`src/cefm_cfg.svh`:
```
// Register map, field positions, reset values and the pulse timing for the event/mask block
`ifndef CEFM_CFG_SVH
`define CEFM_CFG_SVH

`define CEFM_ADDR_CHG_EVT   8'h21
`define CEFM_ADDR_FLT_EVT   8'h22
`define CEFM_ADDR_MASK_A    8'h23
`define CEFM_ADDR_MASK_B    8'h24
`define CEFM_RESET_VAL      8'h00
`define CEFM_CHG_EVT_USED   8'h09
`define CEFM_FLT_EVT_USED   8'hF9
`define CEFM_MASK_B_USED    8'h09
`define CEFM_BIT_CHG        3
`define CEFM_BIT_SUPPLY     0
`define CEFM_BIT_VIN_FLT    7
`define CEFM_BIT_BAT_FLT    6
`define CEFM_BIT_SYS_FLT    5
`define CEFM_BIT_BST_FLT    4
`define CEFM_BIT_DIE_THERMAL_SHUTDOWN      3
`define CEFM_BIT_TZONE      0
`define CEFM_BIT_ADC_DONE   6
`define CEFM_BIT_DIE_THERMAL_REGULATION       5
`define CEFM_BIT_VSYS       4
`define CEFM_BIT_ILOOP      3
`define CEFM_BIT_VLOOP      2
`define CEFM_BIT_TIMER      1
`define CEFM_BIT_WDOG       0
`define CEFM_INT_PULSE_NS   256
`define CEFM_CLK_NS         4
`define CEFM_INT_PULSE_CYC  ((`CEFM_INT_PULSE_NS + `CEFM_CLK_NS - 1) / `CEFM_CLK_NS)

`endif

```
`src/cefm_pkg.sv`:
```
// Types shared by the event/mask block
`default_nettype none
package cefm_pkg;
   typedef struct packed {
      logic       wr_en;
      logic       rd_en;
      logic [7:0] addr;
      logic [7:0] wdata;
   } cefm_reg_req_type;
   typedef struct packed {
      logic       charge_status_changed;
      logic       input_supply_changed;
      logic       input_overvolt_sleep_enter;
      logic       battery_fault_enter;
      logic       system_rail_fault_stop;
      logic       boost_output_fault_stop;
      logic       die_thermal_shutdown;
      logic       temp_zone_changed;
      logic       conversion_done;
      logic       single_conversion_mode;
      logic       die_thermal_regulation;
      logic       minimum_system_voltage;
      logic       current_loop_active;
      logic       voltage_loop_active;
      logic       charge_timer_expired;
      logic       watchdog_expired;
   } cefm_evt_type;
   typedef enum logic [0:0] {
      CEFM_IDLE  = 1'b0,
      CEFM_PULSE = 1'b1
   } cefm_pulse_state_type;
endpackage
`default_nettype wire

```
`src/cefm_edge.sv`:
```
// Rising and falling edge detector bank for level event sources
`default_nettype none
module cefm_edge #(
   parameter int WIDTH = 8
) (
   // Clock and reset
   input  wire logic             ref_clk,
   input  wire logic             rst_b,
   // Levels and their edges
   input  wire logic [WIDTH-1:0] level,
   output logic      [WIDTH-1:0] rise,
   output logic      [WIDTH-1:0] fall
);
   typedef struct packed {
      logic [WIDTH-1:0] prev;
   } cefm_edge_st_type;
   cefm_edge_st_type st_q;
   cefm_edge_st_type st_d;

   always_comb begin
      st_d.prev = level;
   end
   always_ff @(posedge ref_clk or negedge rst_b) begin
      if (!rst_b) begin
         st_q <= '0;
      end else begin
         st_q <= st_d;
      end
   end
   genvar i;
   for (i = 0; i < WIDTH; i++) begin : g_edge
      assign rise[i] = level[i] & ~st_q.prev[i];
      assign fall[i] = ~level[i] & st_q.prev[i];
   end
endmodule // cefm_edge
`default_nettype wire

```
`src/cefm_pulse.sv`:
```
// Stretches an interrupt request into a fixed-length active-low pulse
`include "cefm_cfg.svh"
`default_nettype none
module cefm_pulse #(
   parameter int PULSE_CYC = `CEFM_INT_PULSE_CYC
) (
   // Clock and reset
   input  wire logic ref_clk,
   input  wire logic rst_b,
   // Request and pin
   input  wire logic req,
   output logic      int_b
);
   import cefm_pkg::*;
   typedef struct packed {
      cefm_pulse_state_type state;
      logic [15:0]          cnt;
      logic                 int_b;
   } cefm_pulse_st_type;
   cefm_pulse_st_type st_q;
   cefm_pulse_st_type st_d;

   always_comb begin
      st_d = st_q;
      case (st_q.state)
         CEFM_IDLE: begin
            st_d.int_b = 1'b1;
            if (req) begin
               st_d.state = CEFM_PULSE;
               st_d.cnt   = 16'(PULSE_CYC - 1);
               st_d.int_b = 1'b0;
            end
         end
         CEFM_PULSE: begin
            if (st_q.cnt == 16'h0000) begin
               st_d.state = CEFM_IDLE;
               st_d.int_b = 1'b1;
            end else begin
               st_d.cnt = st_q.cnt - 16'h0001;
            end
         end
         default: begin
            st_d.state = CEFM_IDLE;
            st_d.int_b = 1'b1;
         end
      endcase
   end
   always_ff @(posedge ref_clk or negedge rst_b) begin
      if (!rst_b) begin
         st_q <= '{state: CEFM_IDLE, cnt: 16'h0000, int_b: 1'b1};
      end else begin
         st_q <= st_d;
      end
   end
   assign int_b = st_q.int_b;
endmodule // cefm_pulse
`default_nettype wire

```
`src/cefm_top.sv`:
```
// Event flag latching, read-to-clear and interrupt masking for the charger
`include "cefm_cfg.svh"
`default_nettype none
module cefm_top #(
   parameter int PULSE_CYC = `CEFM_INT_PULSE_CYC
) (
   // Clock and reset
   input  wire logic                    ref_clk,
   input  wire logic                    rst_b,
   // Register access from the serial interface
   input  wire cefm_pkg::cefm_reg_req_type reg_req,
   input  wire logic                    reg_reset_cmd,
   output logic      [7:0]              reg_rdata,
   // Event sources from the charger core
   input  wire cefm_pkg::cefm_evt_type  evt,
   // Interrupt pin
   output logic                         int_b
);
   import cefm_pkg::*;

   // ----------------------------------------------------------------
   // State
   // ----------------------------------------------------------------
   typedef struct packed {
      logic [7:0] chg_flags;
      logic [7:0] flt_flags;
      logic [7:0] mask_a;
      logic [7:0] mask_b;
      logic [7:0] rdata;
   } cefm_top_st_type;
   cefm_top_st_type st_q;
   cefm_top_st_type st_d;

   logic [5:0] lvl_rise;
   logic [5:0] lvl_fall;
   logic [7:0] chg_set;
   logic [7:0] flt_set;
   logic       int_req;

   // ----------------------------------------------------------------
   // Edge detection of level sources
   // ----------------------------------------------------------------
   cefm_edge #(
      .WIDTH (6)
   ) u_edge (
      .ref_clk (ref_clk),
      .rst_b   (rst_b),
      .level   ({evt.die_thermal_shutdown, evt.die_thermal_regulation,
                 evt.minimum_system_voltage, evt.current_loop_active,
                 evt.voltage_loop_active, evt.charge_timer_expired}),
      .rise    (lvl_rise),
      .fall    (lvl_fall)
   );

   // ----------------------------------------------------------------
   // Event set vectors
   // ----------------------------------------------------------------
   always_comb begin
      chg_set = 8'h00;
      chg_set[`CEFM_BIT_CHG]    = evt.charge_status_changed;
      chg_set[`CEFM_BIT_SUPPLY] = evt.input_supply_changed;
      flt_set = 8'h00;
      flt_set[`CEFM_BIT_VIN_FLT] = evt.input_overvolt_sleep_enter;
      flt_set[`CEFM_BIT_BAT_FLT] = evt.battery_fault_enter;
      flt_set[`CEFM_BIT_SYS_FLT] = evt.system_rail_fault_stop;
      flt_set[`CEFM_BIT_BST_FLT] = evt.boost_output_fault_stop;
      flt_set[`CEFM_BIT_DIE_THERMAL_SHUTDOWN]   = lvl_rise[5];
      flt_set[`CEFM_BIT_TZONE]   = evt.temp_zone_changed;
   end

   // ----------------------------------------------------------------
   // Interrupt request
   // ----------------------------------------------------------------
   always_comb begin
      int_req = 1'b0;
      if (evt.conversion_done && evt.single_conversion_mode
          && !st_q.mask_a[`CEFM_BIT_ADC_DONE]) begin
         int_req = 1'b1;
      end
      if (lvl_rise[4] && !st_q.mask_a[`CEFM_BIT_DIE_THERMAL_REGULATION]) begin
         int_req = 1'b1;
      end
      if ((lvl_rise[3] || lvl_fall[3])
          && !st_q.mask_a[`CEFM_BIT_VSYS]) begin
         int_req = 1'b1;
      end
      if (lvl_rise[2] && !st_q.mask_a[`CEFM_BIT_ILOOP]) begin
         int_req = 1'b1;
      end
      if (lvl_rise[1] && !st_q.mask_a[`CEFM_BIT_VLOOP]) begin
         int_req = 1'b1;
      end
      if (lvl_rise[0] && !st_q.mask_a[`CEFM_BIT_TIMER]) begin
         int_req = 1'b1;
      end
      if (evt.watchdog_expired && !st_q.mask_a[`CEFM_BIT_WDOG]) begin
         int_req = 1'b1;
      end
      if (chg_set[`CEFM_BIT_CHG] && !st_q.mask_b[`CEFM_BIT_CHG]) begin
         int_req = 1'b1;
      end
      if (chg_set[`CEFM_BIT_SUPPLY]
          && !st_q.mask_b[`CEFM_BIT_SUPPLY]) begin
         int_req = 1'b1;
      end
      if (|flt_set) begin
         int_req = 1'b1;
      end
   end

   cefm_pulse #(
      .PULSE_CYC (PULSE_CYC)
   ) u_pulse (
      .ref_clk (ref_clk),
      .rst_b   (rst_b),
      .req     (int_req),
      .int_b   (int_b)
   );

   // ----------------------------------------------------------------
   // Registers
   // ----------------------------------------------------------------
   always_comb begin
      st_d = st_q;
      st_d.rdata = `CEFM_RESET_VAL;
      if (reg_req.rd_en) begin
         case (reg_req.addr)
            `CEFM_ADDR_CHG_EVT: begin
               st_d.rdata     = st_q.chg_flags;
               st_d.chg_flags = `CEFM_RESET_VAL;
            end
            `CEFM_ADDR_FLT_EVT: begin
               st_d.rdata     = st_q.flt_flags;
               st_d.flt_flags = `CEFM_RESET_VAL;
            end
            `CEFM_ADDR_MASK_A: st_d.rdata = st_q.mask_a;
            `CEFM_ADDR_MASK_B: st_d.rdata = st_q.mask_b;
            default:           st_d.rdata = `CEFM_RESET_VAL;
         endcase
      end
      // Set wins over read clear
      st_d.chg_flags = (st_d.chg_flags | chg_set) & `CEFM_CHG_EVT_USED;
      st_d.flt_flags = (st_d.flt_flags | flt_set) & `CEFM_FLT_EVT_USED;
      if (reg_req.wr_en) begin
         case (reg_req.addr)
            `CEFM_ADDR_MASK_A: st_d.mask_a = reg_req.wdata;
            `CEFM_ADDR_MASK_B: st_d.mask_b = reg_req.wdata & `CEFM_MASK_B_USED;
            default: begin
            end
         endcase
      end
      if (reg_reset_cmd) begin
         st_d.mask_a = `CEFM_RESET_VAL;
         st_d.mask_b = `CEFM_RESET_VAL;
      end
   end

   always_ff @(posedge ref_clk or negedge rst_b) begin
      if (!rst_b) begin
         st_q <= '0;
      end else begin
         st_q <= st_d;
      end
   end

   assign reg_rdata = st_q.rdata;
endmodule // cefm_top
`default_nettype wire

```
`config.mk`:
```
export PLATFORM = sky130hd
export DESIGN_NAME = cefm_top
export DESIGN_NICKNAME = d
export VERILOG_FILES = /design/src/cefm_pkg.sv /design/src/cefm_edge.sv /design/src/cefm_pulse.sv /design/src/cefm_top.sv
export VERILOG_INCLUDE_DIRS = /design/src /design/src/src
export SDC_FILE = /design/constraint.sdc
export NUM_CORES = 1
export LEC_CHECK = 0
export ABC_AREA = 1
export BUFFER_PORTS_ARGS = -buffer_cell sky130_fd_sc_hd__buf_2
export CAP_MARGIN = 20
export CORE_MARGIN = 4
export CORE_UTILIZATION = 45
export CTS_BUF_LIST = sky130_fd_sc_hd__clkbuf_8
export CTS_CLUSTER_SIZE = 8
export DETAILED_ROUTE_END_ITERATION = 10
export GPL_TIMING_DRIVEN = 0
export PLACE_DENSITY_LB_ADDON = 0.12
export SYNTH_ARGS = -nofsm -noshare
export SYNTH_HDL_FRONTEND = slang
export SYNTH_SLANG_ARGS = --single-unit
```
`constraint.sdc`:
```
create_clock -name ref_clk -period 1.55 [get_ports ref_clk]
set_input_delay 0.155 -clock ref_clk [delete_from_list [all_inputs] [get_ports ref_clk]]
set_output_delay 0.155 -clock ref_clk [all_outputs]
set_load 0.005 [all_outputs]
```
; Word level (Yosys, flattened, before mapping)
; Cells that the tools add are included.
; W data, S select, Z words.
[classes]
add_sub_neg = 1
eq_ne = 7
n_mux = 24
bitwise_logic = 17
n_reduce_logical = 28
[op_table]
columns = cell, n
row1 = $mux W16, 3
row2 = $pmux W18 S2, 1
row3 = $eq A8 B6 Y1 const B, 4
row4 = $mux W8, 4
row5 = $pmux W8 S4, 1
row6 = $mux W18, 1
row7 = $logic_not A16 Y1, 1
row8 = $sub A16 B1 Y16 const B, 1
row9 = $mux W1, 12
row10 = $mux W12, 1
row11 = $logic_and A1 B1 Y1, 10
row12 = $logic_not A1 Y1, 9
row13 = $not A1 Y1, 8
row14 = $or A8 B8 Y8, 1
row15 = $and A1 B1 Y1, 7
row16 = $ne A2 B2 Y1 const B, 3
row17 = $reduce_and A2 Y1, 3
row18 = $reduce_bool A2 Y1, 3
row19 = $reduce_or A6 Y1, 1
row20 = $mux W4, 1
row21 = $or A4 B4 Y4, 1
row22 = $logic_or A1 B1 Y1, 1
[word_totals]
reg_bits = 56
output_inout_bits = 9
word_cells = 86

; Depth between registers and ports, before layout
[depth]
word_depth = 14
depth_mapped = 10

; Hierarchy
; A second synthesis with hierarchy kept.
[unflattened]
hier_cells = 353
hier_area_um2 = 2697.6
[by_module_without_submodules]
columns = module, n_inst, cells_each, area_each_um2, seq_area_each_um2
row1 = cefm_top, 1, 177, 1387.6, 650.6
row2 = cefm_pulse, 1, 146, 1069.8, 451.7
row3 = cefm_edge, 1, 30, 240.2, 150.1

; Worst setup path after synthesis
; OpenSTA, ideal clock, no wires.
[synth_timing]
kind = register to register
startpoint = register u_pulse.st_q[1] (netlist bit)
endpoint = register u_pulse.st_q[6] (netlist bit)
setup_time_ps = 125
arrival_time_ps = 1188
setup_slack_ps = 238
stages_incl_launch_ff = 10
synth_period_minus_slack_ps = 1312
cell_sequence = dfrtp_1 > inv_1 > ha_1 > nand2_1 > nor2_2 > a21oi_1 > buf_2 > nand2_1 > nand2_1 > nand3_1
[synth_via]
elab_chain_cells = 3
[synth_rtl]
columns = item, line
row1 = start: declaration, cefm_pulse.sv:20  ; cefm_pulse_st_type st_q;
row2 = start signal: assignment, cefm_pulse.sv:50  ; st_q <= '{state: CEFM_IDLE, cnt: 16'h0000, int_b: 1'b1};
row3 = start signal: assignment, cefm_pulse.sv:52  ; st_q <= st_d;
row4 = $sub A16 B1 Y16 / $logic_not A16 Y1 (equally long branches), "cefm_pulse.sv:39, cefm_pulse.sv:35"
row5 = $mux W16 / $ne A2 B2 Y1 (equally long branches), --
row6 = $pmux W18 S2 / $reduce_and A2 Y1 (equally long branches), --
; Parallel ways exist; a longest one is shown, timed or not. The select of a mux whose other input is x is not followed.
; A chain may end at the register's enable or synchronous reset.

; Worst setup path in the final report
[layout_timing]
startpoint = register u_pulse.st_q[7] (netlist bit)
endpoint = register u_pulse.st_q[15] (netlist bit)
; The elaborated chain is that of the path after synthesis.

==> run_results.csv <==
group,metric,value,unit
cells_and_area,layout-drive-gt1-share,24.75,%
power,p_int,1.856,mW
yosys,avgSynthCellArea,7.728,sq um
global_route,grt_max_degree,32,
timing,skew,0.007705,ns
clock_tree,cts_tree,"built",
cells_and_area,area_delta_synth_final,23.33,%
clock_tree,clk_path_buf_depth,2,
detailed_routing,vias,2343,
power,pwr-share-clk,38.2,%
global_route,grt_pass1_wl,10200,microns
clock_tree,numCtsBuffers,5,
yosys,syn_area,2628,sq um
power,finalPower,2.378,mW
yosys,yosysWarnings,0,
timing,min_period,1.439,ns
power,powerDensity,733.9,nW/um^2
clock_tree,root_buffer,"clkbuf_8",
floorplan,num_rows,27,
power,ir_drop,0.5314,mV
global_route,grt.total_usage,17.46,%
yosys,yosysTopAreaCell,"dfrtp_1",
timing,period_share,92.87,%
timing,clock.fmax,0.6947,GHz
detailed_routing,viasPerCell,4.881,
clock_tree,cts.sinks,50,
power,sequentialPowerShare,55.3,%
status,status,"finished clean",
yosys,ys_top_cells_by_area,"dfrtp_1, nand2_1, nand3_1, inv_1, nor2_1",
cells_and_area,antenna_cells,0,
yosys,yosysTopAreaCellShare,46.67,%
yosys,synth.net_count,379,
timing,relSlewSlack,67.83,%
power,switchingPower,0.5222,mW
setup_path,required,1.80,ns
floorplan,boundaryPins,46,
setup_path,crit_type,"reg -> reg",
timing,hold_violations,0,
detailed_routing,wire_per_inst,12.31,microns
detailed_routing,drt_wl_total,5911,microns
yosys,ys_types,29,
timing,hold_ws,0.04707,ns
clock_tree,htree_levels,2,
placement,routabilityCongestion,0.8677,
detailed_routing,ant_nets,0,
clock_tree,clkTransAtPathRegs,0.09,ns
placement,place_inst,458,
detailed_routing,dr.pass1.iters,4,
yosys,ys_seq_area_share,47.67,%
timing,setup-violations-final,0,
timing,slew_viol_final,0,
setup_path,arrival,1.69,ns
yosys,ys_ff_latch,50,
setup_path,critPathLaunchType,"flop",
detailed_routing,drt_iter0_drc,136,
yosys,synthCells,340,
global_route,antenna_found_initial,0,
power,p_sw_share,21.96,%
cells_and_area,layout.nets,446,
power,p_leak,1.649,nW
min_path,hold_class,"in -> reg",
setup_path,critPathCaptureType,"flop",
cells_and_area,finish.utilization,58.14,%
floorplan,die_x,84.41,microns
timing,tightest_slew,0.4826,ns
timing,final_critical_path_setup_slack,0.1106,ns
floorplan,die_h,84.41,microns
power,share_comb_of_total_power,6.5,%
global_route,grt_pass1_vias,2235,
detailed_routing,drc,0,
global_route,overflow,0,
floorplan,initial_core_util,47.14,%
placement,dp_hpwl,4438,microns
run,max_cap_violations,0,
clock_tree,clkLatencyLatePin,0.30,ns
placement,io_buffers,45,
setup_path,path_max_fanout,10,
cells_and_area,stdcell_count,480,
floorplan,fp.dieArea,7125,sq um
placement,post-place-ws,0.03280,ns
floorplan,core-area,5574,sq um
==> sequential cells by signal (all words and copies together), names as in the netlist <==
register,count
u_edge.st_q,6
u_pulse.st_q,17
reg_rdata,8
u_pulse.int_b,1
st_q,18
==> cell usage after synthesis (all sizes together) <==
library cell,n
nand2,90
dfrtp,49
inv,45
nand3,43
nor2,41
o21ai,22
buf,13
nor3,10
a21oi,6
nand4,6
o21bai,5
ha,2
nand3b,2
clkbuf,1
clkinv,1
dfstp,1
nor3b,1
o211ai,1
or2,1
==> per-layer routing <==
metal  track usage (%)  part of all wire, %
met5                 0                    0
met4             4.029                 0.81
met3             3.533                  3.9
met2             26.90                   45
met1             25.48                   51
==> power groups by stage <==
stage / logic (mW) / clock network [mW] / registers (mW)
CTS: 0.158 / 0.934 / 1.32
global placement: 0.135 / 0 / 1.34
detailed placement: 0.143 / 0 / 1.34
floorplan: 0.0477 / 0 / 1.34
global route: 0.177 / 0.994 / 1.32
finish: 0.154 / 0.909 / 1.32
==> layout by cell type (no fill, tap or decap), types with 2 or more instances in the layout <==
cell and n:
clkbuf_8 5, nand3_1 41, nor2_4 5, dfrtp_2 2, dfrtp_1 47, nor2_1 32, nand2_4 2, inv_2 4
dlygate4sd3_1 7, inv_1 41, nand4_1 6, ha_1 2, nor2_2 4, buf_2 47, nand3b_1 2, o21ai_0 22
nand2_2 4, clkinv_2 2, a21oi_1 5, nand2_1 84, nor3_1 9, o21bai_1 5, buf_4 16
==> area by class of cell <==
type	count	area (sq um)
fillers	536	2333
flip-flops and latches	50	1255
multi-input cells	230	1139
repair buffers	60	365.4
inverters	46	172.7
plain buffers	14	110.1
well taps	72	90.09
clock buffers	5	68.82
clock inverters	3	40.04
==> worst paths after layout <==
check / startpoint / endpoint / slack [ns] / depth (start not counted)
max: u_pulse.st_q[7] / u_pulse.st_q[15] / 0.11 / 8
min: evt[10] / st_q[28] / 0.05 / 3
max reg2reg: u_pulse.st_q[7] / u_pulse.st_q[15] / 0.11 / 8
min reg2reg: u_edge.st_q[5] / st_q[27] / 0.47 / 1
max in group asynchronous: rst_b / u_pulse.int_b / 0.62 / 3
min in group asynchronous: rst_b / st_q[31] / 0.33 / 2
==> worst max-delay path, cell delays in order, from the launching register on <==
cell and delay (ns):
dfrtp_2 0.46, nor2_4 0.16, nand2_2 0.08, nor2_2 0.17
nand2_2 0.11, nand2_4 0.11, buf_8 0.14, nand3_1 0.08
nand2_1 0.08
==> timing repair <==
item                       CTS  global route
gates resized for setup      0            17
hold buffers                 7             0
setup buffers                0             6
hold endpoints to repair    25             0
setup endpoints to repair    0            17
==> per-stage QoR <==
step	setup TNS [ns]	instance area (sq um)
2_1_floorplan	0	2628
3_3_place_gp	0	2943
3_5_place_dp	0	2963
4_1_cts	0	3142
5_1_grt	-0.02625	3241
6_report	0	3241
==> cells by family (layout without fill, tap and decap cells) <==
| family | count (synthesis) | after routing | synth area share, % |
|---|---|---|---|
| AO/OA/AOI/OAI | 34 | 34 | 7.048 |
| adder cells (fa/ha/maj) | 2 | 2 | 0.9522 |
| buffers and inverters | 60 | 128 | 10.38 |
| flip-flops | 50 | 50 | 47.67 |
| AND/OR/NAND/NOR | 194 | 194 | 33.95 |
Power figures use the tool's default switching activity.
